## src/rtl/glps_map.vh

```
// register indices, field positions, reset values and codes of the block
`ifndef GLPS_MAP_VH
`define GLPS_MAP_VH

// register indices, byte address is four times the index
`define GLPS_ADDR_W 8
`define GLPS_IDX_W 6
`define GLPS_IDX_PHASE 6'h1d
`define GLPS_IDX_DELTA 6'h1e
`define GLPS_IDX_STAT 6'h1f
`define GLPS_IDX_NUM_LO 6'h20
`define GLPS_IDX_NUM_HI 6'h21
`define GLPS_IDX_DEN_LO 6'h22
`define GLPS_IDX_DEN_HI 6'h23
`define GLPS_IDX_RATIO_TOP 4'h8

// ratio half slots, low two index bits
`define GLPS_HALF_NUM_LO 0
`define GLPS_HALF_NUM_HI 1
`define GLPS_HALF_DEN_LO 2
`define GLPS_HALF_DEN_HI 3
`define GLPS_HALF_N 4

// reset values
`define GLPS_RST_PHASE 16'h0000
`define GLPS_RST_DELTA 16'h000b
`define GLPS_RST_HALF 16'h0000
`define GLPS_RST_RATIO 32'h0000_0000

// status field positions
`define GLPS_BIT_VLOCK 0
`define GLPS_BIT_ALOCK 1
`define GLPS_BIT_BLANK 2
`define GLPS_BIT_VPOL 3
`define GLPS_BIT_HPOL 4
`define GLPS_STAT_W 5

// positions in the synchronised input vector
`define GLPS_SY_PRES 0
`define GLPS_SY_HPOL 1
`define GLPS_SY_VPOL 2
`define GLPS_SY_BLANK 3
`define GLPS_SY_DIGB 4
`define GLPS_SY_ALOCK 5
`define GLPS_SY_VLOCK 6
`define GLPS_SY_N 7

// bus answers
`define GLPS_RESP_OKAY 2'h0
`define GLPS_RESP_DECERR 2'h3

`endif

```

## src/rtl/glps_axil_slave.v

```verilog
// axi4-lite slave front end, one write and one read at a time
`timescale 1ns/100ps
`default_nettype none
`include "glps_map.vh"

module glps_axil_slave (
    // clock and reset
    input wire aclk,
    input wire aresetn,
    // write address
    input wire awvalid,
    output wire awready,
    input wire [`GLPS_ADDR_W-1:0] awaddr,
    input wire [2:0] awprot,
    // write data
    input wire wvalid,
    output wire wready,
    input wire [31:0] wdata,
    input wire [3:0] wstrb,
    // write response
    output reg bvalid,
    input wire bready,
    output reg [1:0] bresp,
    // read address
    input wire arvalid,
    output wire arready,
    input wire [`GLPS_ADDR_W-1:0] araddr,
    input wire [2:0] arprot,
    // read data
    output reg rvalid,
    input wire rready,
    output reg [31:0] rdata,
    output reg [1:0] rresp,
    // register file side
    output wire wr_en,
    output reg [`GLPS_IDX_W-1:0] wr_idx,
    output reg [15:0] wr_data,
    output reg [1:0] wr_strb,
    input wire wr_err,
    output wire rd_en,
    output reg [`GLPS_IDX_W-1:0] rd_idx,
    input wire [15:0] rd_data,
    input wire rd_err
);

reg aw_got_q;
reg w_got_q;
reg ar_got_q;

assign awready = ~aw_got_q & ~bvalid;
assign wready = ~w_got_q & ~bvalid;
assign wr_en = aw_got_q & w_got_q & ~bvalid;
assign arready = ~ar_got_q & ~rvalid;
assign rd_en = ar_got_q & ~rvalid;

////////////////////////////////////////////////////////////////////////////
// write path, address and data in either order
always @(posedge aclk) begin
    if (!aresetn) begin
        aw_got_q <= 1'b0;
        w_got_q <= 1'b0;
        wr_idx <= {`GLPS_IDX_W{1'b0}};
        wr_data <= 16'h0000;
        wr_strb <= 2'h0;
        bvalid <= 1'b0;
        bresp <= `GLPS_RESP_OKAY;
    end else begin
        if (awvalid && awready) begin
            aw_got_q <= 1'b1;
            wr_idx <= awaddr[`GLPS_IDX_W+1:2];
        end
        if (wvalid && wready) begin
            w_got_q <= 1'b1;
            wr_data <= wdata[15:0];
            wr_strb <= wstrb[1:0];
        end
        if (wr_en) begin
            aw_got_q <= 1'b0;
            w_got_q <= 1'b0;
            bvalid <= 1'b1;
            bresp <= wr_err ? `GLPS_RESP_DECERR : `GLPS_RESP_OKAY;
        end
        if (bvalid && bready) begin
            bvalid <= 1'b0;
        end
    end
end

////////////////////////////////////////////////////////////////////////////
// read path
always @(posedge aclk) begin
    if (!aresetn) begin
        ar_got_q <= 1'b0;
        rd_idx <= {`GLPS_IDX_W{1'b0}};
        rvalid <= 1'b0;
        rdata <= 32'h0000_0000;
        rresp <= `GLPS_RESP_OKAY;
    end else begin
        if (arvalid && arready) begin
            ar_got_q <= 1'b1;
            rd_idx <= araddr[`GLPS_IDX_W+1:2];
        end
        if (rd_en) begin
            ar_got_q <= 1'b0;
            rvalid <= 1'b1;
            rdata <= {16'h0000, rd_data};
            rresp <= rd_err ? `GLPS_RESP_DECERR : `GLPS_RESP_OKAY;
        end
        if (rvalid && rready) begin
            rvalid <= 1'b0;
        end
    end
end

endmodule
`default_nettype wire

```

## src/rtl/glps_regs.v

```verilog
// genlock phase, reference deviation, lock status and clock ratio registers
//
// Summary of operation
// - phase offset count shifts output clock phase
// - increment size follows current video clock
// - deviation limit register, resets to 000b
// - status bit4 h sync polarity, zero unreferenced
// - bit3 v polarity, zero unreferenced or digital
// - bit2 blanking versus sync timing, zero unreferenced
// - bit1 audio clock locked to video clock
// - without audio generation bit1 reads high
// - bit0 video lock; bits 15-5 reserved
// - nonzero numerator sets video clock ratio
// - nonzero denominator sets video clock ratio
// - ratio words split low and high halves
// - ratio defaults follow selected video standard
//
// The AXI4-Lite interface to the registers was decided locally.
`timescale 1ns/100ps
`default_nettype none
`include "glps_map.vh"

module glps_regs #(
    parameter HAS_AUDIO = 1,
    parameter TAP_W = 8
) (
    // clock and reset
    input wire aclk,
    input wire aresetn,
    // axi4-lite write address
    input wire s_axi_awvalid,
    output wire s_axi_awready,
    input wire [`GLPS_ADDR_W-1:0] s_axi_awaddr,
    input wire [2:0] s_axi_awprot,
    // axi4-lite write data
    input wire s_axi_wvalid,
    output wire s_axi_wready,
    input wire [31:0] s_axi_wdata,
    input wire [3:0] s_axi_wstrb,
    // axi4-lite write response
    output wire s_axi_bvalid,
    input wire s_axi_bready,
    output wire [1:0] s_axi_bresp,
    // axi4-lite read address
    input wire s_axi_arvalid,
    output wire s_axi_arready,
    input wire [`GLPS_ADDR_W-1:0] s_axi_araddr,
    input wire [2:0] s_axi_arprot,
    // axi4-lite read data
    output wire s_axi_rvalid,
    input wire s_axi_rready,
    output wire [31:0] s_axi_rdata,
    output wire [1:0] s_axi_rresp,
    // reference detector and pll state, asynchronous
    input wire ref_present,
    input wire ref_h_polarity,
    input wire ref_v_polarity,
    input wire ref_blank_timing,
    input wire ref_digital_blank,
    input wire audio_pll_locked,
    input wire video_pll_locked,
    // measured reference deviation, aclk domain
    input wire [15:0] ref_deviation,
    // delay taps per phase increment at the current video clock
    input wire [TAP_W-1:0] taps_per_increment,
    // standard defaults of the ratio, aclk domain
    input wire [31:0] std_ratio_numerator,
    input wire [31:0] std_ratio_denominator,
    // ratio update strobe from the control register
    input wire ratio_update,
    // to the clock synthesiser
    output reg [15:0] phase_shift,
    output reg [TAP_W+15:0] phase_taps,
    output reg [15:0] deviation_limit,
    output reg [31:0] clock_ratio_numerator,
    output reg [31:0] clock_ratio_denominator,
    output reg video_lock_ok
);

////////////////////////////////////////////////////////////////////////////
// declarations
wire wr_en;
wire [`GLPS_IDX_W-1:0] wr_idx;
wire [15:0] wr_data;
wire [1:0] wr_strb;
wire rd_en;
wire [`GLPS_IDX_W-1:0] rd_idx;
reg [15:0] rd_data;
reg rd_err;
reg wr_err;

reg [15:0] phase_q;
reg [15:0] delta_q;
reg [`GLPS_STAT_W-1:0] stat_q;
reg loaded_q;

wire [`GLPS_SY_N-1:0] raw_in;
wire [`GLPS_SY_N-1:0] sy;
wire [15:0] half_view [0:`GLPS_HALF_N-1];
wire [15:0] std_half [0:`GLPS_HALF_N-1];
wire wr_ratio;
wire [31:0] num_view;
wire [31:0] den_view;

////////////////////////////////////////////////////////////////////////////
// bus front end
glps_axil_slave u_bus (
    .aclk(aclk),
    .aresetn(aresetn),
    .awvalid(s_axi_awvalid),
    .awready(s_axi_awready),
    .awaddr(s_axi_awaddr),
    .awprot(s_axi_awprot),
    .wvalid(s_axi_wvalid),
    .wready(s_axi_wready),
    .wdata(s_axi_wdata),
    .wstrb(s_axi_wstrb),
    .bvalid(s_axi_bvalid),
    .bready(s_axi_bready),
    .bresp(s_axi_bresp),
    .arvalid(s_axi_arvalid),
    .arready(s_axi_arready),
    .araddr(s_axi_araddr),
    .arprot(s_axi_arprot),
    .rvalid(s_axi_rvalid),
    .rready(s_axi_rready),
    .rdata(s_axi_rdata),
    .rresp(s_axi_rresp),
    .wr_en(wr_en),
    .wr_idx(wr_idx),
    .wr_data(wr_data),
    .wr_strb(wr_strb),
    .wr_err(wr_err),
    .rd_en(rd_en),
    .rd_idx(rd_idx),
    .rd_data(rd_data),
    .rd_err(rd_err)
);

// byte lane merge of a 16-bit register
function [15:0] merge16;
    input [15:0] old;
    input [15:0] nw;
    input [1:0] strb;
    begin
        merge16 = {strb[1] ? nw[15:8] : old[15:8],
                   strb[0] ? nw[7:0] : old[7:0]};
    end
endfunction

////////////////////////////////////////////////////////////////////////////
// three stage synchronisers, change accepted when stages two and three agree
assign raw_in[`GLPS_SY_PRES] = ref_present;
assign raw_in[`GLPS_SY_HPOL] = ref_h_polarity;
assign raw_in[`GLPS_SY_VPOL] = ref_v_polarity;
assign raw_in[`GLPS_SY_BLANK] = ref_blank_timing;
assign raw_in[`GLPS_SY_DIGB] = ref_digital_blank;
assign raw_in[`GLPS_SY_ALOCK] = audio_pll_locked;
assign raw_in[`GLPS_SY_VLOCK] = video_pll_locked;

genvar gi;
generate
    for (gi = 0; gi < `GLPS_SY_N; gi = gi + 1) begin : g_sync
        reg s1_q;
        reg s2_q;
        reg s3_q;
        reg hold_q;
        always @(posedge aclk) begin
            if (!aresetn) begin
                s1_q <= 1'b0;
                s2_q <= 1'b0;
                s3_q <= 1'b0;
                hold_q <= 1'b0;
            end else begin
                s1_q <= raw_in[gi];
                s2_q <= s1_q;
                s3_q <= s2_q;
                if (s2_q == s3_q) begin
                    hold_q <= s3_q;
                end
            end
        end
        assign sy[gi] = hold_q;
    end
endgenerate

////////////////////////////////////////////////////////////////////////////
// phase offset and deviation limit
always @(posedge aclk) begin
    if (!aresetn) begin
        phase_q <= `GLPS_RST_PHASE;
        delta_q <= `GLPS_RST_DELTA;
    end else if (wr_en) begin
        if (wr_idx == `GLPS_IDX_PHASE) begin
            phase_q <= merge16(phase_q, wr_data, wr_strb);
        end
        if (wr_idx == `GLPS_IDX_DELTA) begin
            delta_q <= merge16(delta_q, wr_data, wr_strb);
        end
    end
end

// delay applied is the count times the taps one increment spans
always @(posedge aclk) begin
    if (!aresetn) begin
        phase_shift <= `GLPS_RST_PHASE;
        phase_taps <= {(TAP_W+16){1'b0}};
        deviation_limit <= `GLPS_RST_DELTA;
    end else begin
        phase_shift <= phase_q;
        phase_taps <= phase_q * taps_per_increment;
        deviation_limit <= delta_q;
    end
end

////////////////////////////////////////////////////////////////////////////
// ratio halves, each falls back to the standard default until written
assign std_half[`GLPS_HALF_NUM_LO] = std_ratio_numerator[15:0];
assign std_half[`GLPS_HALF_NUM_HI] = std_ratio_numerator[31:16];
assign std_half[`GLPS_HALF_DEN_LO] = std_ratio_denominator[15:0];
assign std_half[`GLPS_HALF_DEN_HI] = std_ratio_denominator[31:16];
assign wr_ratio = wr_en & (wr_idx[5:2] == `GLPS_IDX_RATIO_TOP);

generate
    for (gi = 0; gi < `GLPS_HALF_N; gi = gi + 1) begin : g_half
        reg [15:0] val_q;
        reg wr_q;
        always @(posedge aclk) begin
            if (!aresetn) begin
                val_q <= `GLPS_RST_HALF;
                wr_q <= 1'b0;
            end else if (wr_ratio && wr_idx[1:0] == gi) begin
                val_q <= merge16(half_view[gi], wr_data,
                                 wr_strb);
                wr_q <= 1'b1;
            end
        end
        assign half_view[gi] = wr_q ? val_q :
                               std_half[gi];
    end
endgenerate

assign num_view = {half_view[`GLPS_HALF_NUM_HI],
                   half_view[`GLPS_HALF_NUM_LO]};
assign den_view = {half_view[`GLPS_HALF_DEN_HI],
                   half_view[`GLPS_HALF_DEN_LO]};

// new ratio reaches the synthesiser only on update; zero keeps default
always @(posedge aclk) begin
    if (!aresetn) begin
        clock_ratio_numerator <= `GLPS_RST_RATIO;
        clock_ratio_denominator <= `GLPS_RST_RATIO;
        loaded_q <= 1'b0;
    end else if (ratio_update || !loaded_q) begin
        loaded_q <= 1'b1;
        clock_ratio_numerator <= (num_view != 32'h0000_0000) ?
            num_view : std_ratio_numerator;
        clock_ratio_denominator <= (den_view != 32'h0000_0000) ?
            den_view : std_ratio_denominator;
    end
end

////////////////////////////////////////////////////////////////////////////
// status, rebuilt every cycle and never written by the host
always @(posedge aclk) begin
    if (!aresetn) begin
        stat_q <= {`GLPS_STAT_W{1'b0}};
        video_lock_ok <= 1'b0;
    end else begin
        stat_q[`GLPS_BIT_HPOL] <= sy[`GLPS_SY_PRES] &
                                  sy[`GLPS_SY_HPOL];
        stat_q[`GLPS_BIT_VPOL] <= sy[`GLPS_SY_PRES] &
                                  ~sy[`GLPS_SY_DIGB] &
                                  sy[`GLPS_SY_VPOL];
        stat_q[`GLPS_BIT_BLANK] <= sy[`GLPS_SY_PRES] &
                                   sy[`GLPS_SY_BLANK];
        stat_q[`GLPS_BIT_ALOCK] <= (HAS_AUDIO == 0) ? 1'b1 :
                                   sy[`GLPS_SY_ALOCK];
        stat_q[`GLPS_BIT_VLOCK] <= sy[`GLPS_SY_VLOCK] &
                                   (ref_deviation <= delta_q);
        video_lock_ok <= sy[`GLPS_SY_VLOCK] &
                         (ref_deviation <= delta_q);
    end
end

////////////////////////////////////////////////////////////////////////////
// write decode; status index accepted and dropped
always @* begin
    case (wr_idx)
        `GLPS_IDX_PHASE,
        `GLPS_IDX_DELTA,
        `GLPS_IDX_STAT,
        `GLPS_IDX_NUM_LO,
        `GLPS_IDX_NUM_HI,
        `GLPS_IDX_DEN_LO,
        `GLPS_IDX_DEN_HI: wr_err = 1'b0;
        default: wr_err = 1'b1;
    endcase
end

// read mux, reserved bits zero
always @* begin
    rd_data = 16'h0000;
    rd_err = 1'b0;
    case (rd_idx)
        `GLPS_IDX_PHASE: rd_data = phase_q;
        `GLPS_IDX_DELTA: rd_data = delta_q;
        `GLPS_IDX_STAT: rd_data = {11'h000, stat_q};
        `GLPS_IDX_NUM_LO: rd_data = half_view[`GLPS_HALF_NUM_LO];
        `GLPS_IDX_NUM_HI: rd_data = half_view[`GLPS_HALF_NUM_HI];
        `GLPS_IDX_DEN_LO: rd_data = half_view[`GLPS_HALF_DEN_LO];
        `GLPS_IDX_DEN_HI: rd_data = half_view[`GLPS_HALF_DEN_HI];
        default: rd_err = 1'b1;
    endcase
end

endmodule
`default_nettype wire
```

## config.mk

```make
export PLATFORM = sky130hd
export DESIGN_NAME = glps_regs
export DESIGN_NICKNAME = d
export VERILOG_FILES = /design/src/rtl/glps_axil_slave.v /design/src/rtl/glps_regs.v
export VERILOG_INCLUDE_DIRS = /design/src /design/src/rtl
export SDC_FILE = /design/constraint.sdc
export NUM_CORES = 1
export LEC_CHECK = 0
export ABC_AREA = 1
export BUFFER_PORTS_ARGS = -buffer_cell sky130_fd_sc_hd__buf_2
export CORE_AREA = 5 5 173 208
export CTS_CLUSTER_SIZE = 8
export DETAILED_ROUTE_END_ITERATION = 10
export DIE_AREA = 0 0 178 213
export GPL_TIMING_DRIVEN = 0
export PLACE_DENSITY = 0.78
export SLEW_MARGIN = 15
export SYNTH_ARGS = -nofsm -noshare
export SYNTH_HDL_FRONTEND = slang
export SYNTH_SLANG_ARGS = --single-unit
```

## constraint.sdc

```tcl
create_clock -name aclk -period 8.27 [get_ports aclk]
set_input_delay 0.827 -clock aclk [delete_from_list [all_inputs] [get_ports aclk]]
set_output_delay 0.827 -clock aclk [all_outputs]
set_load 0.01 [all_outputs]
```

==> flow_summary_export.csv, run 1 <==
group,metric,value,unit
routing,routed_wirelength,64500,microns
job,maxCapViolCount,0,
finish,n_fill_cell,3114,
die,num_rows,74,
finish,drive_gt1_share,13.5,%
clocking,cts_tree,"yes",
yosys,syn-mean-instance-area,6.88,sq um
sta,post-route-period-util,67.2,%
yosys,synth_area_leader_cell,"dfxtp_1",
clocking,cts_root_buf,"clkbuf_16",
die,fp.dieW,178,microns
hold_path,worstHoldPathCells,2,
sta,finalClockSkew,0.0217,ns
sta,final.setup.tns,0,ns
yosys,synth_edf_count,0,
die,die_y,213,microns
power_and_ir_drop,fin_total_pwr,3.57,mW
sta,hold_violations,0,
yosys,synth_warnings,0,
routing,routedWlPerCell,18.7,microns
critical_path,rr_worst_depth,17,
finish,num-nets-final,3289,
sta,relSlewSlack,26.0,%
global_route,overflow,0,
yosys,synth_top_area_share,33.7,%
global_route,track_usage,33.3,%
finish,multi_input_area,9250,sq um
global_route,grt_pass1_vias,18301,
clocking,cts_max_path_buffers,3,
yosys,synth_flop_cell,"dfxtp_1",
sta,fmax,0.180,GHz
sta,maxSlewViolCount,0,
routing,drtIter0Drc,1162,
place,place.gp.congestion,0.972,
power_and_ir_drop,p_sw,948,uW
routing,route.detailed.drc,0,
place,place_area,20200,sq um
yosys,syn_area,18300,sq um
die,core,33800,sq um
clocking,htreeDepth,2,
finish,seqCellArea,6150,sq um
routing,vias,18258,
clocking,holdBufCountCts,0,
yosys,ys_types,41,
place,dp_cells,3394,
place,io_buffer_count,269,
sta,rsz0062_at_grt,"no",
yosys,synth_area_leaders,"dfxtp_1 (34%), nand2_1 (12%), inv_1 (12%), fa_1 (9.2%), o21ai_0 (8.4%)",
sta,tightest_slew,1.11,ns
power_and_ir_drop,ir_drop,0.148,mV
critical_path,path_class,"in2reg",
critical_path,start_kind,"primary input",
critical_path,cp.required,8.71,ns
yosys,synthCells,2654,
finish,syn_to_final_growth,17.3,%
routing,ant_nets,0,
yosys,synthArstFlopShare,0,%
power_and_ir_drop,pwr-share-seq,43.8,%
clocking,cts.sinks,307,
power_and_ir_drop,p_leak,11.8,nW
critical_path,crit_arrival,5.99,ns
sta,post-route-min-period,5.55,ns
clocking,clk_latency,0.56,ns
routing,firstDrtPassIters,6,
critical_path,critPathMaxFanout,10,
global_route,grt_max_degree,13,
finish,design_area,21400,sq um
die,start_util,54.0,%
global_route,antenna_found_initial,2,
clocking,path_clk_slew,0.05,ns
outcome,status,"complete, no violations",
clocking,postCtsSetupRepairBufs,0,
yosys,yosysSeqAreaShare,33.7,%
clocking,cts_inserted_buffers,44,
sta,setup_viol,0,
finish,fin_cells,3445,
global_route,grt_pass1_wl,98000,microns
routing,avgViaCountPerCell,5.30,
critical_path,path_cells,"clkbuf_1, clkbuf_1, nand2_1, fa_1, inv_1, ha_1, inv_1, fa_1, fa_1, inv_1, ha_1, nand2_1, o21ai_0, inv_1, o21ai_0, nand2_1, a21oi_1, nor2_1",
power_and_ir_drop,power.density,167,nW/um^2
die,ios,323,
critical_path,cp-end-kind,"register",
yosys,ys_seq_elements,307,
die,fp.dieArea,37900,sq um
power_and_ir_drop,switching_share,26.5,%
place,dp_hpwl,51400,microns
clocking,post_cts_resized,0,
power_and_ir_drop,p_int,2.62,mW
critical_path,crit_path_max_incr_delay,0.64,ns
critical_path,slowest_stage,"o21ai_0",
power_and_ir_drop,p_clk_share,45.0,%
hold_path,hold_class,"reg2reg",
power_and_ir_drop,p_comb_share,11.2,%
critical_path,path_common_cell,"inv_1",
## metal layers
layer	GRT usage, %	routed length, microns	vias up
met1	36.5	23500	8498
met4	19.0	3780	4
met2	59.9	32500	756
li1	-	-	8772
met5	0	21	-
met3	6.23	4640	228
## power by group through the flow
stage                     clock (mW)  sequential (mW)  combinational, mW
final                           1.61             1.56              0.400
after global routing            1.69             1.57              0.438
after CTS                       1.63             1.56              0.393
after detailed placement           0             1.59              0.389
after global placement             0             1.59              0.385
after floorplan                    0             1.60              0.208
## path summary, 6_finish.rpt
path	from	endpoint	slack [ns]
max reg2reg	phase_q[4]	phase_taps[19]	2.93
min reg2reg	g_sync[5].s1_q	g_sync[5].s2_q	0.41
max	taps_per_increment[3]	phase_taps[19]	2.72
min	g_sync[5].s1_q	g_sync[5].s2_q	0.41
## flip-flops by register name, summed over array words and instances (netlist names), 2 cells and up
signal                   cells
u_bus.rdata                 16
deviation_limit             16
clock_ratio_denominator     32
g_sync.s2_q                  7
u_bus.wr_idx                 6
delta_q                     16
u_bus.rd_idx                 6
g_half.wr_q                  4
g_sync.hold_q                7
u_bus.wr_data               16
phase_q                     16
clock_ratio_numerator       32
phase_taps                  24
u_bus.wr_strb                2
stat_q                       5
phase_shift                 16
g_sync.s1_q                  7
g_half.val_q                64
g_sync.s3_q                  7
## kinds of logic (layout without fill, tap and decap cells)
| family | Yosys count | count (layout) | share of synthesized area, % |
|---|---|---|---|
| adders and majority gates | 144 | 144 | 13.3 |
| DFF | 307 | 307 | 33.7 |
| AOI/OAI and AO/OA | 516 | 516 | 14.6 |
| and+or+nand+nor | 965 | 965 | 22.3 |
| other | 1 | 18 | 0.0205 |
| buffers and inverters | 719 | 1037 | 16.0 |
| xor gates and xnor gates | 2 | 2 | 0.0960 |
## per-stage QoR
step           worst slack (ns)  utilization, %  hold WS (ns)
2_1_floorplan              3.58               -         0.390
3_5_place_dp               2.19            59.9         0.402
6_report                   2.72            63.4         0.414
3_3_place_gp               2.24            59.9         0.403
5_1_grt                    2.39            63.4         0.432
4_1_cts                    2.73            63.4         0.413
## Yosys cell counts, types with 2 or more instances
master / count
o211ai_1: 8
inv_2: 2
ha_1: 60
a211oi_1: 2
nor2_1: 185
o21bai_1: 2
or2_2: 6
o21ai_1: 16
dfxtp_1: 307
nand3b_1: 4
inv_1: 562
a21o_1: 5
fa_1: 84
a21oi_1: 149
nand3_2: 30
nand3_1: 125
buf_8: 3
nand2_1: 594
buf_6: 10
nor2_4: 2
o21a_1: 2
nor4_1: 3
o22ai_1: 21
buf_2: 4
nor3_1: 4
buf_4: 27
a21boi_0: 2
o21ai_0: 305
buf_1: 8
clkbuf_1: 103
nand4_1: 9
## area by class of cell
class	count	area share (%)
flip-flops and latches	307	28.7
inverters	564	9.89
clock buffers	45	5.16
well taps	456	2.66
clock inverters	4	0.368
plain buffers	155	3.72
repair buffers	269	6.29
diodes	2	0.0234
multi-input cells	1643	43.2
## cells in the final DEF (no fill, tap or decap), types with 5 or more instances in the layout
cell type and count:
nor2_1 185, buf_6 10, o21ai_0 305, buf_4 27, buf_1 8, nand4_1 9
conb_1 16, or2_2 6, nand3_1 125, a21o_1 5, o22ai_1 21, nand2_1 594
dfxtp_1 307, buf_2 273, ha_1 60, fa_1 84, o21ai_1 16, nand3_2 30
clkbuf_1 104, inv_1 562, clkbuf_16 44, o211ai_1 8, a21oi_1 149
## worst max-delay path: cells and delay by family
| kind | cells | cell delay, ns |
|---|---|---|
| simple gates | 4 | 0.47 |
| fa+ha+maj | 5 | 2.09 |
| buf+inv | 6 | 1.17 |
| compound gates | 3 | 1.43 |
Power figures use the tool's default switching activity.
==> run 2, diff against run 1 <==
--- a/config.mk
+++ b/config.mk
@@ -6,14 +6,14 @@
 export SDC_FILE = /design/constraint.sdc
 export NUM_CORES = 1
 export LEC_CHECK = 0
-export ABC_AREA = 1
+export ABC_AREA = 0
 export BUFFER_PORTS_ARGS = -buffer_cell sky130_fd_sc_hd__buf_2
 export CORE_AREA = 5 5 173 208
 export CTS_CLUSTER_SIZE = 8
 export DETAILED_ROUTE_END_ITERATION = 10
 export DIE_AREA = 0 0 178 213
 export GPL_TIMING_DRIVEN = 0
-export PLACE_DENSITY = 0.78
+export PLACE_DENSITY = 0.77
 export SLEW_MARGIN = 15
 export SYNTH_ARGS = -nofsm -noshare
 export SYNTH_HDL_FRONTEND = slang
==> constraint.sdc (replaced) <==
create_clock -name aclk -period 4.5 [get_ports aclk]
set_input_delay 0.45 -clock aclk [delete_from_list [all_inputs] [get_ports aclk]]
set_output_delay 0.45 -clock aclk [all_outputs]
set_load 0.01 [all_outputs]
==> flow_summary_export.csv, run 2 <==
group,metric,value,unit
sta,post-route-period-util,99.6,%
yosys,synth_edf_count,0,
yosys,syn-mean-instance-area,8.54,sq um
place,dp_cells,2733,
clocking,cts_max_path_buffers,3,
die,num_rows,74,
die,core,33800,sq um
yosys,synth_area_leaders,"dfxtp_1 (36%), fa_1 (9.9%), a21oi_1 (7.4%), and2_1 (5.5%), nor2_1 (4.8%)",
finish,final_cell_mix,"dfxtp_1 (291), buf_2 (278), a21oi_1 (251), nor2_1 (216), and2_1 (147)",
yosys,ys_types,57,
routing,routedWlPerCell,21.1,microns
critical_path,start_kind,"register",
yosys,ys_seq_elements,307,
yosys,synth_commonest_cells,"dfxtp_1 (307), a21oi_1 (252), nor2_1 (216)",
power_and_ir_drop,p_leak,9.31,nW
clocking,cts_root_buf,"clkbuf_16",
sta,fmax,0.223,GHz
sta,setup_ws,0.0165,ns
clocking,htreeDepth,2,
place,io_buffer_count,278,
clocking,holdBufCountCts,0,
finish,seqCellArea,6200,sq um
routing,firstDrtPassIters,7,
critical_path,crit_family,"adder cells",
sta,hold_violations,0,
routing,avgViaCountPerCell,5.72,
clocking,cts_tree,"yes",
sta,finalClockSkew,0.0197,ns
global_route,grt_pass1_wl,87400,microns
routing,vias,15919,
global_route,grt_pass1_vias,15683,
finish,fin_cells,2781,
finish,top_regs,"g_half.val_q (64), clock_ratio_denominator (32), clock_ratio_numerator (32)",
finish,top_register,"g_half.val_q",
power_and_ir_drop,ir_drop,0.261,mV
yosys,synthCells,1984,
yosys,synth_warnings,0,
critical_path,cp.required,4.97,ns
clocking,cts_inserted_buffers,44,
global_route,track_usage,29.9,%
finish,final_util,60.4,%
critical_path,worst-path-buf-inv,3,
finish,num_antenna_cells,0,
sta,rsz0062_at_grt,"yes",
global_route,overflow,0,
finish,num-nets-final,2626,
outcome,status,"complete, no violations",
critical_path,rrSetupSlack,0.02,ns
place,dp_hpwl,46000,microns
critical_path,critPathMaxFanout,10,
finish,syn_to_final_growth,20.5,%
place,post-place-ws,-0.823,ns
finish,drive_gt1_share,21.0,%
critical_path,crit_path_max_incr_delay,0.51,ns
yosys,synth.most_common_cell,"dfxtp_1",
critical_path,crit_arrival,4.96,ns
yosys,synth_flop_cell,"dfxtp_1",
critical_path,cp-end-kind,"register",
critical_path,path_class,"reg2reg",
sta,tightest_slew,1.27,ns
yosys,yosysSeqAreaShare,36.3,%
power_and_ir_drop,power.density,316,nW/um^2
critical_path,slowest_stage,"fa_1",
sta,post-route-min-period,4.48,ns
die,fp.dieW,178,microns
die,fp.dieArea,37900,sq um
sta,setup_viol,0,
place,place.gp.congestion,0.970,
routing,drtIter0Drc,1425,
critical_path,path_common_cell,"fa_1",
die,ios,323,
routing,ant_nets,0,
finish,n_fill_cell,2950,
global_route,antenna_found_initial,1,
yosys,synth_area_leader_cell,"dfxtp_1",
finish,multi_input_area,9930,sq um
global_route,grt_max_degree,13,
job,maxCapViolCount,0,
critical_path,path_cells,"buf_8, and2_1, fa_1, fa_1, fa_1, inv_1, fa_1, inv_1, ha_4, and3_4, and4_4, o221ai_4, nor4bb_4, or4_1, o211ai_1",
yosys,synthArstFlopShare,0,%
die,die_y,213,microns
sta,relSlewSlack,15.1,%
finish,largest_register_ffs,64,
routing,route.detailed.drc,0,
die,start_util,50.1,%
sta,final.setup.tns,0,ns
clocking,clk_latency,0.55,ns
hold_path,hold_class,"in2reg",
routing,routed_wirelength,58700,microns
finish,mostFrequentLayoutCell,"dfxtp_1",
sta,maxSlewViolCount,0,
clocking,path_clk_slew,0.05,ns
yosys,syn_area,16900,sq um
yosys,synth_top_area_share,36.3,%
clocking,cts.sinks,307,
[run 2: cell count changes in the layout (fill, tap and decap cells not counted), sizes merged, moves of 64 or more]
| cell | change |
|---|---|
| inv | -444 |
| nor3 | +77 |
| o21ai | -216 |
| nand3 | -142 |
| nand2 | -461 |
| and2 | +148 |
| a21oi | +103 |
| mux2 | +64 |
[run 2: layout make-up]
cell class | instances | area share, %
clock buffer | 47 | 5.54
sequential | 307 | 30.4
timing repair buffer | 293 | 7.34
buffer | 125 | 2.94
tap | 456 | 2.79
inverter | 118 | 2.17
multi-input combinational | 1432 | 48.6
clock inverter | 3 | 0.221
[run 2: logic make-up (layout without fill, tap and decap cells)]
family,Yosys count,in the layout,share of synthesized area [%]
adders and majority gates,144,144,14.4
AOI/OAI and AO/OA,455,455,15.0
and+or+nand+nor,699,699,20.5
buffers and inverters,260,586,6.42
other,1,16,0.0221
muxes,109,109,6.96
xor gates and xnor gates,9,9,0.465
DFF,307,307,36.3
[run 2: final timing paths]
kind | end | depth (start not counted) | startpoint
worst max-delay path | phase_taps[23] | 15 | phase_q[6]
worst min-delay path | u_bus.rvalid | 2 | s_axi_rready
worst min register to register | g_sync[0].s2_q | 1 | g_sync[0].s1_q
worst max register to register | phase_taps[23] | 15 | phase_q[6]
[run 2: what timing repair did]
item | in CTS | in global routing
gates resized for setup | 37 | 29
pin swaps | 2 | 4
gates cloned | 0 | 0
endpoints found under the setup margin | 12 | 9
buffers inserted | 0 | 15
[run 2: through the flow]
step	area [sq um]	power, mW	hold slack (ns)
after floorplan	17100	3.24	0.412
after global routing	20400	6.65	0.0905
final	20400	6.45	0.0870
after detailed placement	19000	3.55	0.418
after CTS	20200	6.45	0.0773
after global placement	19000	3.53	0.419
[run 2: power breakdown]
group          internal, mW  total [mW]  leakage, nW  switching (mW)
registers              2.80        2.85         2.51          0.0580
logic                 0.224       0.650         6.22           0.426
clock network          1.76        2.94        0.579            1.18
total                  4.78        6.45         9.31            1.67
[run 2: worst reg2reg max path: stages, from the launching register on]
cell	delay (ns)
dfxtp_2	0.39
buf_8	0.16
and2_1	0.15
fa_1	0.43
fa_1	0.47
fa_1	0.51
inv_1	0.05
fa_1	0.47
inv_1	0.06
ha_4	0.31
and3_4	0.22
and4_4	0.28
o221ai_4	0.14
nor4bb_4	0.19
or4_1	0.50
o211ai_1	0.10
[run 2: routing by layer]
| layer | global-route usage (%) | wire length [microns] | share of wire (%) |
|---|---|---|---|
| met5 | 0 | 0 | 0 |
| met4 | 17.4 | 3970 | 6.8 |
| met3 | 5.44 | 4710 | 8.0 |
| met2 | 51.0 | 27900 | 47 |
| met1 | 35.2 | 22200 | 38 |
